## src/rtl/swic_regs.vh

```
// register offsets, field positions, reset values and timing counts of the coalescer
`ifndef SWIC_REGS_VH
`define SWIC_REGS_VH
`define SWIC_CTRL_OFS 12'h030
`define SWIC_STAT_OFS 12'h034
`define SWIC_CIE_BIT 12
`define SWIC_GIE_BIT 13
`define SWIC_THR_LSB 16
`define SWIC_THR_MSB 23
`define SWIC_DLY_LSB 24
`define SWIC_DLY_MSB 31
`define SWIC_THR_RST 8'h01
`define SWIC_DLY_RST 8'h00
`define SWIC_THR_MIN 8'h01
`define SWIC_UNIT_CYC 125
`define SWIC_UNIT_W 7
`define SWIC_CTRL_WMASK 32'hffff3000
`endif

```

## src/rtl/swic_gap_timer.v

```verilog
// packet gap delay timer counting units of scatter-gather clock cycles
`timescale 1ns/10ps
`include "swic_regs.vh"
module swic_gap_timer #(
    parameter UNIT_CYC = `SWIC_UNIT_CYC
) (
    // clock and reset
    input wire core_clk,
    input wire rst_b,
    // control
    input wire [7:0] units,
    input wire startPulse,
    input wire clearPulse,
    // result
    output reg expired
);
    reg running_q;
    reg [6:0] preCnt_q;
    reg [7:0] unitCnt_q;
    // compared at full width so the parameter is never sliced
    wire unitEnd = ({25'h0, preCnt_q} == UNIT_CYC - 1);
    wire lastUnit = (unitCnt_q == units - 8'h01);

    // prescaler and unit counter, restarted by startPulse and stopped by clearPulse
    always @(posedge core_clk or negedge rst_b) begin
        if (!rst_b) begin
            running_q <= 1'b0;
            preCnt_q <= 7'h00;
            unitCnt_q <= 8'h00;
            expired <= 1'b0;
        end else begin
            expired <= 1'b0;
            if (clearPulse || units == 8'h00) begin
                running_q <= 1'b0;
                preCnt_q <= 7'h00;
                unitCnt_q <= 8'h00;
            end else if (startPulse) begin
                running_q <= 1'b1;
                preCnt_q <= 7'h00;
                unitCnt_q <= 8'h00;
            end else if (running_q) begin
                if (unitEnd) begin
                    preCnt_q <= 7'h00;
                    if (lastUnit) begin
                        // 125 * units cycles have passed
                        expired <= 1'b1;
                        running_q <= 1'b0;
                        unitCnt_q <= 8'h00;
                    end else begin
                        unitCnt_q <= unitCnt_q + 8'h01;
                    end
                end else begin
                    preCnt_q <= preCnt_q + 7'h01;
                end
            end
        end
    end
endmodule // swic_gap_timer

```

## src/rtl/swic_coalesce.v

```verilog
// stream write channel interrupt coalescing with apb control register
//
// Implementation choices: the register offsets and register access over APB.
`timescale 1ns/10ps
`include "swic_regs.vh"
module swic_coalesce #(
    parameter SG_PRESENT = 1
) (
    // clock and reset
    input wire core_clk,
    input wire rst_b,
    // apb slave
    input wire psel,
    input wire penable,
    input wire pwrite,
    input wire [11:0] paddr,
    input wire [31:0] pwdata,
    output reg [31:0] prdata,
    output reg pready,
    output reg pslverr,
    // channel events, one-cycle pulses on core_clk
    input wire completionEvent,
    input wire packetStart,
    input wire packetEnd,
    // interrupt pulses toward status logic
    output reg countIrq,
    output reg gapIrq
);
    // control word fields held as separate flops
    reg cieBit_q;
    reg gieBit_q;
    reg [7:0] thr_q;
    reg [7:0] dly_q;
    // completion countdown and interrupt state
    reg [7:0] remain_q;
    reg [7:0] remain_d;
    reg countIrq_d;
    reg gapIrq_d;
    reg [7:0] statLast_q;
    reg [7:0] statLast_d;
    // apb answer, chosen during setup
    reg [31:0] rdWord;
    reg pready_d;
    reg pslverr_d;
    // bus phase and address decode
    wire setup;
    wire access;
    wire ctrlWr;
    wire ctrlRd;
    wire statRd;
    wire [31:0] wrMasked;
    wire thrWrOk;
    // event qualification and timer hookup
    wire sgOn;
    wire doneEv;
    wire loadGroup;
    wire lastOfGroup;
    wire [7:0] timerUnits;
    wire timerStart;
    wire timerClear;
    wire gapExpired;
    // register images as software reads them
    wire [31:0] ctrlWord;
    wire [31:0] statWord;

    // true for the control word address
    function isCtrl;
        input [11:0] a;
        begin
            isCtrl = (a == `SWIC_CTRL_OFS);
        end
    endfunction

    // true for the status word address
    function isStat;
        input [11:0] a;
        begin
            isStat = (a == `SWIC_STAT_OFS);
        end
    endfunction

    // address decode used by the error path
    function known;
        input [11:0] a;
        begin
            known = isCtrl(a) || isStat(a);
        end
    endfunction

    // a threshold below the minimum would stall the countdown
    function thrLegal;
        input [7:0] v;
        begin
            thrLegal = (v >= `SWIC_THR_MIN);
        end
    endfunction

    // threshold field of a written word
    function [7:0] thrOf;
        input [31:0] w;
        begin
            thrOf = w[`SWIC_THR_MSB:`SWIC_THR_LSB];
        end
    endfunction

    // delay field of a written word
    function [7:0] dlyOf;
        input [31:0] w;
        begin
            dlyOf = w[`SWIC_DLY_MSB:`SWIC_DLY_LSB];
        end
    endfunction

    // one completion step of the countdown
    function [7:0] stepDown;
        input [7:0] cur;
        begin
            stepDown = cur - 8'h01;
        end
    endfunction

    // assembles the control word from its fields
    function [31:0] packCtrl;
        input [7:0] dlyF;
        input [7:0] thrF;
        input gieF;
        input cieF;
        begin
            packCtrl = {dlyF, thrF, 2'b00, gieF, cieF, 12'h000};
        end
    endfunction

    // assembles the status word, upper half reads zero
    function [31:0] packStat;
        input [7:0] lastF;
        input [7:0] remainF;
        begin
            packStat = {16'h0000, lastF, remainF};
        end
    endfunction

    // bus phase decode; reads and writes need no wait state
    assign setup = psel && !penable;
    assign access = psel && penable;
    assign ctrlWr = access && pwrite && isCtrl(paddr);
    assign ctrlRd = setup && !pwrite && isCtrl(paddr);
    assign statRd = setup && !pwrite && isStat(paddr);
    assign wrMasked = pwdata & `SWIC_CTRL_WMASK;
    // zero would stall the countdown, so it is refused
    assign thrWrOk = thrLegal(thrOf(pwdata));

    // without scatter-gather both mechanisms stay idle
    assign sgOn = (SG_PRESENT != 0);
    assign doneEv = completionEvent && sgOn;
    assign loadGroup = ctrlWr && thrWrOk;
    assign lastOfGroup = doneEv && (remain_q <= 8'h01);
    assign timerUnits = sgOn ? dly_q : 8'h00;
    assign timerStart = packetEnd;
    assign timerClear = packetStart;

    // register images; unimplemented bits read zero
    assign ctrlWord = packCtrl(dly_q, thr_q, gieBit_q, cieBit_q);
    assign statWord = packStat(statLast_q, remain_q);

    // read data chosen during setup so it stands in the access cycle
    always @* begin
        rdWord = 32'h00000000;
        if (ctrlRd)
            rdWord = ctrlWord;
        else if (statRd)
            rdWord = statWord;
    end

    // ready follows every setup, error only for unmapped words
    always @* begin
        pready_d = setup;
        pslverr_d = setup && !known(paddr);
    end

    // ready answer register
    always @(posedge core_clk or negedge rst_b) begin
        if (!rst_b) begin
            pready <= 1'b0;
        end else begin
            pready <= pready_d;
        end
    end

    // error answer register
    always @(posedge core_clk or negedge rst_b) begin
        if (!rst_b) begin
            pslverr <= 1'b0;
        end else begin
            pslverr <= pslverr_d;
        end
    end

    // read data register, zero outside read answers
    always @(posedge core_clk or negedge rst_b) begin
        if (!rst_b) begin
            prdata <= 32'h00000000;
        end else begin
            prdata <= rdWord;
        end
    end

    // completion interrupt enable
    always @(posedge core_clk or negedge rst_b) begin
        if (!rst_b) begin
            cieBit_q <= 1'b0;
        end else if (ctrlWr) begin
            cieBit_q <= wrMasked[`SWIC_CIE_BIT];
        end
    end

    // delay interrupt enable
    always @(posedge core_clk or negedge rst_b) begin
        if (!rst_b) begin
            gieBit_q <= 1'b0;
        end else if (ctrlWr) begin
            gieBit_q <= wrMasked[`SWIC_GIE_BIT];
        end
    end

    // threshold field; a zero write leaves it as it was
    always @(posedge core_clk or negedge rst_b) begin
        if (!rst_b) begin
            thr_q <= `SWIC_THR_RST;
        end else if (loadGroup) begin
            // the other fields of the same write still land
            thr_q <= thrOf(pwdata);
        end
    end

    // delay field, any value accepted
    always @(posedge core_clk or negedge rst_b) begin
        if (!rst_b) begin
            dly_q <= `SWIC_DLY_RST;
        end else if (ctrlWr) begin
            dly_q <= dlyOf(pwdata);
        end
    end

    // countdown; a threshold write restarts the group
    always @* begin
        remain_d = remain_q;
        if (loadGroup) begin
            remain_d = thrOf(pwdata);
        end else if (lastOfGroup) begin
            // this event ends the group, so the count reloads from thr_q
            remain_d = thr_q;
        end else if (doneEv) begin
            remain_d = stepDown(remain_q);
        end
    end

    // threshold interrupt; a threshold write in the same cycle drops the event
    always @* begin
        countIrq_d = 1'b0;
        if (lastOfGroup && !loadGroup)
            countIrq_d = cieBit_q;
    end

    // delay expiry reaches the gapIrq pulse only when enabled; the last cause records it either way
    always @* begin
        gapIrq_d = gapExpired && gieBit_q && sgOn;
    end

    // last cause, kept until the next interrupt event
    always @* begin
        statLast_d = statLast_q;
        if (countIrq_d || gapExpired)
            statLast_d = {6'h00, gapExpired, countIrq_d};
    end

    // countdown register
    always @(posedge core_clk or negedge rst_b) begin
        if (!rst_b) begin
            remain_q <= `SWIC_THR_RST;
        end else begin
            remain_q <= remain_d;
        end
    end

    // threshold interrupt pulse
    always @(posedge core_clk or negedge rst_b) begin
        if (!rst_b) begin
            countIrq <= 1'b0;
        end else begin
            countIrq <= countIrq_d;
        end
    end

    // delay interrupt pulse, one cycle behind the expiry
    always @(posedge core_clk or negedge rst_b) begin
        if (!rst_b) begin
            gapIrq <= 1'b0;
        end else begin
            gapIrq <= gapIrq_d;
        end
    end

    // last cause register
    always @(posedge core_clk or negedge rst_b) begin
        if (!rst_b) begin
            statLast_q <= 8'h00;
        end else begin
            statLast_q <= statLast_d;
        end
    end

    // delay timer, counting units of 125 clocks
    swic_gap_timer #(
        .UNIT_CYC(`SWIC_UNIT_CYC)
    ) u_gap (
        .core_clk(core_clk),
        .rst_b(rst_b),
        .units(timerUnits),
        .startPulse(timerStart),
        .clearPulse(timerClear),
        .expired(gapExpired)
    );
endmodule // swic_coalesce

```

## config.mk

```make
export PLATFORM = sky130hd
export DESIGN_NAME = swic_coalesce
export DESIGN_NICKNAME = d
export VERILOG_FILES = /design/src/rtl/swic_gap_timer.v /design/src/rtl/swic_coalesce.v
export VERILOG_INCLUDE_DIRS = /design/src /design/src/rtl
export SDC_FILE = /design/constraint.sdc
export NUM_CORES = 1
export LEC_CHECK = 0
export ABC_AREA = 1
export BUFFER_PORTS_ARGS = -buffer_cell sky130_fd_sc_hd__buf_4
export CAP_MARGIN = 15
export CORE_UTILIZATION = 55
export DETAILED_ROUTE_END_ITERATION = 16
export HOLD_SLACK_MARGIN = 0.12
export PLACE_DENSITY_LB_ADDON = 0.25
export SYNTH_ARGS = -nofsm -noshare
export SYNTH_HDL_FRONTEND = slang
export SYNTH_SLANG_ARGS = --single-unit
```

## constraint.sdc

```tcl
create_clock -name core_clk -period 4.35 [get_ports core_clk]
set_input_delay 0.87 -clock core_clk [delete_from_list [all_inputs] [get_ports core_clk]]
set_output_delay 0.87 -clock core_clk [all_outputs]
set_load 0.02 [all_outputs]
```

==> impl_results.md, run 1 <==
- Ports: 88
- Worst vdd ir: 225.1 µV
- First-pass DRT Iterations: 4
- Initial antenna violation count: 0
- Routability cong.: 0.8781
- Initial Util: 56.65%
- Fmax: 497.3 MHz
- Routed vias/inst: 5.033
- Vias in the first global route: 2981
- Setup TNS: 0 ns
- Final std cells w/o fill: 613
- Pwr dens: 358.4 mW/mm²
- Post-synthesis register bit count: 77
- Hold depth: 2
- Top_reg_cell synth: dfrtp_1
- H-Tree Depth: 3
- Synth unique cells: 37
- Initial DRC Count: 140
- Fraction of layout instances using a drive strength above 1: 21.58%
- Average wire per standard cell: 12.65 µm
- Pleak: 2.439 nW
- Worst-path clk slew: 0.08 ns
- Total CTS buffers: 9
- Hold-fix buffers at CTS: 0
- CTS root buf: clkbuf_8
- Longest Clk Path Bufs: 2
- Nets@finish: 587
- Syn Std Cell Area: 0.003827 mm²
- DRC: 0
- Largest net degree at the start of global routing: 78
- Mapped Cells: 455
- Startpoint Class: input port
- Final hold violation count: 0
- YS warnings: 0
- Core Rows: 30
- # setup viols final: 0
- CTS tree: built
- Total wire length: 7.753 mm
- TritonCTS Sinks: 77
- First-pass GRT wire length: 13.21 mm
- Dpl hpwl: 5.610 mm
- Layout area overhead: 19.32%
- Storage cell area: 0.001929 mm²
- Register area share after synthesis: 50.41%
- Unrepaired setup endpoints after global routing: false
- Worst-path fanout max: 18
- Clock Skew: 0.009865 ns
- Critical path class: in -> reg
- Reg2Reg Depth: 9
- Async SR Flop Fraction: 100.0%
- Multi-input combinational cell area: 0.001563 mm²
- Worst-margin pin slew: 0.9298 ns
- Gr usage total: 23.10%
- Slew margin rel.: 38.01%
- Ant diodes: 0
- Fillers: 541
- Cts repair resizes: 0
- Hold Crit Class: reg -> reg
- Die area: 0.007297 mm²
- Routed Antenna Nets: 0
- Number of synthesized flops with an enable pin: 0
- Status: finished, final reports clean
- Fin. max-slew vios: 0
- Max_cap viols: 0
- Dpl cells: 597
- Worst skew pair latency: 0.35 ns
- Worst endpoint required time: 4.62 ns
- DIE WIDTH: 85.42 µm
- Die H: 85.42 µm
- Port bufs: 69
- Syn_area_per_cell: 8.412 µm²
- Final worst-path cycle share: 46.23%
- CP arrival: 2.28 ns
- Final min period: 2.011 ns
- Worst setup EP type: register
- Via count: 3085
- Setup Buffers After CTS: 0
- Core ar.: 0.006756 mm²
- GRT overflow: 0
## worst paths after layout
kind	endpoint	start	slack, ns
worst max-delay path	thr_q[7]	paddr[1]	2.34
worst min-delay path	gapIrq	gieBit_q	0.47
worst max register to register	statLast_q[1]	remain_q[0]	2.37
worst min register to register	gapIrq	gieBit_q	0.47
max in group asynchronous	u_gap.preCnt_q[6]	rst_b	3.09
min in group asynchronous	prdata[0]	rst_b	0.64
## placed cells by master, fill, tap and decap left out, drive strengths merged
master / n
a21oi: 5
and3: 1
buf: 70
clkbuf: 10
clkinvlp: 2
conb: 4
dfrtp: 75
dfstp: 2
ha: 7
inv: 73
nand2: 89
nand3: 43
nand3b: 7
nand4: 10
nor2: 73
nor3: 10
nor4: 2
nor4b: 1
o21ai: 27
o21bai: 7
o22ai: 2
xnor2: 1
xor2: 12
## report_power, final
| part | switching [mW] | internal [mW] |
|---|---|---|
| clock network | 0.281 | 0.231 |
| logic | 0.187 | 0.127 |
| registers | 0.0475 | 0.764 |
| total | 0.515 | 1.12 |
## cells by family after synthesis
family / share of synthesized area (%)
AND/OR/NAND/NOR: 28.80
AO/OA/AOI/OAI: 6.375
buffers and inverters: 9.055
other: 0.09798
flip-flops: 50.41
adder cells (fa/ha/maj): 2.288
XOR/XNOR: 2.975
## cell type report
cell class / count / share of cell area (%)
sequential: 77 / 42.25
tap: 80 / 2.192
timing repair buffer: 70 / 11.51
inverter: 69 / 5.726
clock buffer: 10 / 3.014
clock inverter: 6 / 1.096
multi-input combinational: 301 / 34.22
## state kept, by name, indices dropped and copies added (netlist names)
name             cells
gieBit_q             1
u_gap.preCnt_q       7
gapIrq               1
thr_q                8
u_gap.running_q      1
dly_q                8
pslverr              1
countIrq             1
u_gap.unitCnt_q      8
prdata              28
cieBit_q             1
remain_q             8
u_gap.expired        1
pready               1
statLast_q           2
## synthesized netlist by cell type, types with 6 or more instances
| cell type | n | area, µm² |
|---|---|---|
| nand2_1 | 81 | 304.0 |
| dfrtp_1 | 75 | 1877 |
| nor2_1 | 66 | 247.7 |
| inv_1 | 65 | 244.0 |
| nand3_1 | 42 | 210.2 |
| o21ai_0 | 19 | 95.09 |
| xor2_1 | 12 | 105.1 |
| nand4_1 | 9 | 56.30 |
| nor3_1 | 9 | 45.04 |
| ha_1 | 7 | 87.58 |
| nand3b_1 | 7 | 52.55 |
| nand2_2 | 6 | 37.54 |
| o21ai_1 | 6 | 30.03 |
| o21bai_1 | 6 | 45.04 |
## layer usage
layer | wire length [µm] | global-route usage (%) | part of all wire [%] | vias to the layer above
met3 | 304 | 3.405 | 3.9 | 15
met1 | 3518 | 29.20 | 45 | 1420
met5 | 0 | 0 | 0 | -
met4 | 191 | 11.36 | 2.5 | 0
met2 | 3739 | 38.98 | 48 | 79
li1 | - | - | - | 1571
## stage by stage
stage,cell area (µm²),hold WS (ns),worst slack [ns],utilization (%),power [mW]
3_5_place_dp,4379,0.4529,1.991,64.81,1.133
2_1_floorplan,3839,0.4326,2.466,-,1.043
6_report,4567,0.4731,2.339,67.59,1.637
4_1_cts,4567,0.4735,2.379,67.59,1.645
5_1_grt,4567,0.5151,2.200,67.59,1.726
3_3_place_gp,4379,0.4458,2.022,64.81,1.123
## worst max-delay path: stages
cell and delay, ns:
buf_4 0.11, nor2_1 0.14, nand2_1 0.09, nor3_2 0.22
nand3_2 0.36, inv_2 0.31, nand2_1 0.10, o21ai_0 0.08
Power figures use the tool's default switching activity.
==> run 2, diff against run 1 <==
CORE_UTILIZATION = 54   (was 55)
clock period = 2 ns   (was 4.35 ns; I/O delays follow)
==> run 2 against run 1 <==
Largest power group unchanged. Cell count increased by 3.9%. Register-to-register slack worse by 2.2 ns. Via count is 2.8% higher. Critical path depth increased by 3. Die area grew 1.8%. Non-clock buffer count rose by 8. First-iteration DRC count rose by 36%. Worst setup slack worse by 2.1 ns. Clock power increased by 140%.
==> impl_results.md, run 2 (synthesized netlist as in run 1, its figures left out) <==
- Pwr Total: 3.709 mW
- Pwr dens: 790.8 mW/mm²
- Average wire per standard cell: 12.52 µm
- Initial antenna violation count: 0
- Fmax: 554.1 MHz
- Max_cap viols: 0
- Vias in the first global route: 3042
- Fraction of layout instances using a drive strength above 1: 22.74%
- Routability cong.: 0.8870
- Ant diodes: 0
- Routed Antenna Nets: 0
- Storage cell area: 0.001929 mm²
- CP peak stage delay: 0.40 ns
- CTS root buf: clkbuf_8
- Worst-path clk slew: 0.09 ns
- Multi-input combinational cell area: 0.001563 mm²
- Dpl hpwl: 6.059 mm
- GRT overflow: 0
- Worst setup EP type: register
- # setup viols final: 0
- Most common cell after layout, fill and taps aside: nand2_1
- Crit path top cell by count: nand2_1
- Worst-path fanout max: 5
- Fillers: 578
- CP endpoint: u_gap.unitCnt_q[3]
- Worst endpoint required time: 2.25 ns
- Reg2Reg Depth: 11
- Final min period: 1.805 ns
- Most frequent cells in the layout: 81 x nand2_1, 75 x dfrtp_1, 75 x buf_4
- CTS tree: built
- Die area: 0.007429 mm²
- Layout area overhead: 22.56%
- Final hold violation count: 0
- Core Rows: 30
- Worst vdd ir: 407.3 µV
- Ports: 88
- Final worst-path cycle share: 90.24%
- Largest Register: prdata
- Initial Util: 56.03%
- Longest Clk Path Bufs: 2
- Setup Buffers After CTS: 0
- TritonCTS Sinks: 77
- H-Tree Depth: 3
- Worst reg2reg setup slack: 0.20 ns
- Clock Skew: 0.01513 ns
- Status: finished, final reports clean
- Via count: 3171
- First-pass GRT wire length: 13.39 mm
- CP arrival: 2.05 ns
- Worst skew pair latency: 0.35 ns
- Gr usage total: 23.25%
- Total CTS buffers: 9
- Fin. max-slew vios: 0
- Reg2Reg Launch Point: dly_q[1]
- Nets@finish: 595
- Crit-path slowest cell: dfrtp_1
- Max reg flops: 28
- Die H: 86.19 µm
- Startpoint Class: register
- Largest net degree at the start of global routing: 36
- Routed vias/inst: 4.978
- Core ar.: 0.006832 mm²
- Total wire length: 7.974 mm
- Crit path from: dly_q[1]
- DRC: 0
- DIE WIDTH: 86.19 µm
- Port bufs: 69
- Unrepaired setup endpoints after global routing: false
- Critical path class: reg -> reg
- Initial DRC Count: 191
- Hold slack final: 0.2223 ns
- Reg-to-Reg End: u_gap.unitCnt_q[3]
- Pleak: 2.496 nW
- First-pass DRT Iterations: 4
- Setup TNS: 0 ns
- Crit-path cells: inv_1 > ha_1 > inv_1 > nand2_1 > nand2_1 > nand2_1 > nand3_1 > nor2_2 > nand4_1 > nand2_1 > nor2_1
- Hold Crit Class: in -> reg
[run 2: cell count changes in the layout (fill, tap and decap cells not counted), sizes merged]
cell / change
clkbuf: -1
bufinv: +1
dlygate4sd3: +1
buf: +7
clkinv: +1
clkinvlp: -1
[run 2: repair_timing]
action | CTS | global route
endpoints found under the hold margin | 30 | 0
hold buffers | 1 | 0
setup endpoints to repair | 0 | 4
resized for setup | 0 | 1
[run 2: layout make-up]
type / count / area share (%)
Sequential cell: 77 / 41.13
Multi-Input combinational cell: 301 / 33.32
Timing Repair Buffer: 78 / 13.07
Inverter: 69 / 5.575
Clock buffer: 9 / 2.641
Tap cell: 96 / 2.561
Clock inverter: 7 / 1.707
[run 2: how the worst min path moves through the flow]
| stage | slack [ns] | from | depth (start not counted) | to |
|---|---|---|---|---|
| 6_report | 0.22 | penable | 2 | pready |
| 3_3_place_gp | 0.38 | rst_b | 1 | prdata[16] |
| 3_5_place_dp | 0.38 | rst_b | 1 | prdata[16] |
| 2_1_floorplan | 0.10 | rst_b | 0 | cieBit_q |
| 4_1_cts | 0.21 | penable | 2 | pready |
| 5_1_grt | 0.20 | penable | 2 | pready |
[run 2: through the flow]
step | worst slack (ns) | instances | area, µm² | util, %
after floorplan | 0.4144 | 458 | 3839 | -
after global placement | 0.1125 | 620 | 4477 | 65.53
after detailed placement | 0.1496 | 620 | 4477 | 65.53
after CTS | 0.1654 | 637 | 4691 | 68.66
after global routing | 0.01555 | 637 | 4691 | 68.66
final | 0.1951 | 637 | 4691 | 68.66
[run 2: layer usage]
| layer | vias to the layer above | part of all wire [%] | global-route usage [%] |
|---|---|---|---|
| li1 | 1596 | - | - |
| met1 | 1484 | 45 | 31.21 |
| met2 | 82 | 49 | 37.95 |
| met3 | 9 | 5.2 | 4.857 |
| met4 | 0 | 1.5 | 7.576 |
| met5 | - | 0 | 0 |
[run 2: power breakdown]
| part | switching [mW] | internal (mW) | total, mW | leakage (nW) |
|---|---|---|---|---|
| clock | 0.633 | 0.597 | 1.23 | 0.103 |
| combinational | 0.417 | 0.291 | 0.709 | 1.43 |
| sequential | 0.109 | 1.66 | 1.77 | 0.960 |
| total | 1.16 | 2.55 | 3.71 | 2.50 |
[run 2: worst max-delay path, delay by kind of cell, from the launching register on]
| kind | cells | cell delay [ns] |
|---|---|---|
| adder cells (fa/ha/maj) | 1 | 0.26 |
| buffers and inverters | 2 | 0.22 |
| flip-flops | 1 | 0.40 |
| AND/OR/NAND/NOR | 8 | 0.84 |
==> run 3, diff against run 2 <==
REMOVE_ABC_BUFFERS = 1   (was default)
==> run 3 against run 2 <==
Critical path depth decreased by 1. First-iteration DRC count decreased by 23%. Worst hold slack got worse by 0.0089 ns. Clock skew decreased by 0.0087 ns. Design area decreased by 1.3%. Highest routed layer unchanged.
==> impl_results.md, run 3 (synthesized netlist as in run 1, its figures left out) <==
- Status: finished, final reports clean
- Dpl hpwl: 5.857 mm
- Die H: 86.19 µm
- Worst reg2reg setup slack: 0.17 ns
- Initial antenna violation count: 0
- Layout Utilization: 67.78%
- Hold Crit Class: in -> reg
- Reg2Reg Launch Point: remain_q[0]
- DIE WIDTH: 86.19 µm
- Max_cap viols: 0
- Port bufs: 69
- Clock Skew: 0.006402 ns
- Pwr dens: 771.5 mW/mm²
- Routed vias/inst: 4.983
- Reg2Reg Depth: 10
- DRC: 0
- Total CTS buffers: 9
- Ant diodes: 0
- Ports: 88
- # setup viols final: 0
- Delay-heaviest family, CP: simple AND/OR/NAND/NOR gates
- Via count: 3154
- TritonCTS Sinks: 77
- Pre-CTS setup slack: 0.1834 ns
- Fillers: 596
- Nets@finish: 591
- CTS tree: built
- Core ar.: 0.006832 mm²
- GRT overflow: 0
- Multi-input combinational cell area: 0.001563 mm²
- Hold depth: 2
- H-Tree Depth: 3
- Worst-path clk slew: 0.08 ns
- Max reg flops: 28
- Final worst-path cycle share: 91.36%
- Routed Antenna Nets: 0
- Routability cong.: 0.8818
- CP peak stage delay: 0.55 ns
- First-pass DRT Iterations: 4
- Initial Util: 56.03%
- Unrepaired setup endpoints after global routing: false
- Largest net degree at the start of global routing: 44
- Worst vdd ir: 341.7 µV
- Final hold violation count: 0
- Pleak: 2.451 nW
- Worst endpoint required time: 2.30 ns
- First-pass GRT wire length: 13.59 mm
- Setup Buffers After CTS: 0
- Crit-path cells: inv_1 > ha_1 > nor2_1 > nor3_1 > nand2_1 > buf_4 > o21ai_0 > nand2_1 > nand3_1 > nand3b_1
- Hold slack final: 0.2134 ns
- Most frequent cells in the layout: 81 x nand2_1, 75 x dfrtp_1, 72 x buf_4
- Largest Register: prdata
- Worst Hold Launch: penable
- Critical path class: reg -> reg
- Initial DRC Count: 147
- Worst skew pair latency: 0.36 ns
- Startpoint Class: register
- Placed Instance Area: 0.004434 mm²
- Longest Clk Path Bufs: 2
- Worst setup EP type: register
- Fin. max-slew vios: 0
- Most common cell after layout, fill and taps aside: nand2_1
- CP Buf/Inv Count: 2
- Hold Path End: pready
- CP arrival: 2.12 ns
- Average wire per standard cell: 12.55 µm
- Gr usage total: 23.78%
- Worst setup margin: 0.1728 ns
- Fmax: 547.3 MHz
- Final Instance Area: 0.004631 mm²
- Core Rows: 30
- Vias in the first global route: 3113
- Setup TNS: 0 ns
- Crit path top cell by count: nand2_1
- Worst-path fanout max: 7
- Fraction of layout instances using a drive strength above 1: 22.16%
- Layout area overhead: 20.99%
- Total wire length: 7.945 mm
- Final min period: 1.827 ns
- Die area: 0.007429 mm²
- Reg-to-Reg End: remain_q[2]
- CTS root buf: clkbuf_8
- Storage cell area: 0.001929 mm²
- Crit-path slowest cell: dfstp_2
run 3: cell count changes in the layout (fill, tap and decap cells not counted), sizes merged:
cell / delta
clkbuf: +2
clkinvlp: +3
inv: -4
bufinv: -1
buf: -4
run 3: where the power goes:
group          total [mW]  leakage [nW]  internal, mW  switching (mW)
clock                1.11        0.0836         0.515           0.592
combinational       0.701          1.41         0.286           0.414
sequential           1.76         0.960          1.66           0.103
run 3: area by class of cell:
type / count / share of cell area [%]
Inverter: 69 / 5.647
Multi-Input combinational cell: 301 / 33.75
Timing Repair Buffer: 74 / 12.32
Clock inverter: 5 / 0.7566
Sequential cell: 77 / 41.66
Clock buffer: 11 / 3.269
Tap cell: 96 / 2.594
run 3: layer usage:
layer | track usage (%) | vias to the layer above | routed length, µm
met5 | 0 | - | 0
met4 | 11.52 | 0 | 147
met3 | 3.238 | 11 | 245
met2 | 40.69 | 64 | 3991
met1 | 29.84 | 1497 | 3560
li1 | - | 1582 | -
run 3: stage by stage:
stage / total power [mW] / cells
finish: 3.573 / 633
global route: 3.774 / 633
floorplan: 2.250 / 447
global placement: 2.456 / 616
detailed placement: 2.484 / 616
CTS: 3.595 / 633
run 3: worst max path at each step:
stage	start	endpoint	slack [ns]	depth (start not counted)
detailed placement	dly_q[0]	u_gap.unitCnt_q[7]	0.18	12
floorplan	paddr[1]	remain_q[1]	0.1	8
finish	remain_q[0]	remain_q[2]	0.17	10
global placement	dly_q[0]	u_gap.unitCnt_q[2]	0.21	12
global route	dly_q[0]	u_gap.unitCnt_q[7]	0.04	11
CTS	dly_q[0]	u_gap.unitCnt_q[7]	0.16	12
run 3: repair_timing:
| action | 4_1_cts | 5_1_grt |
|---|---|---|
| endpoints found under the setup margin | 0 | 4 |
| hold buffers | 1 | 0 |
| resized for setup | 0 | 1 |
| hold endpoints to repair | 34 | 0 |
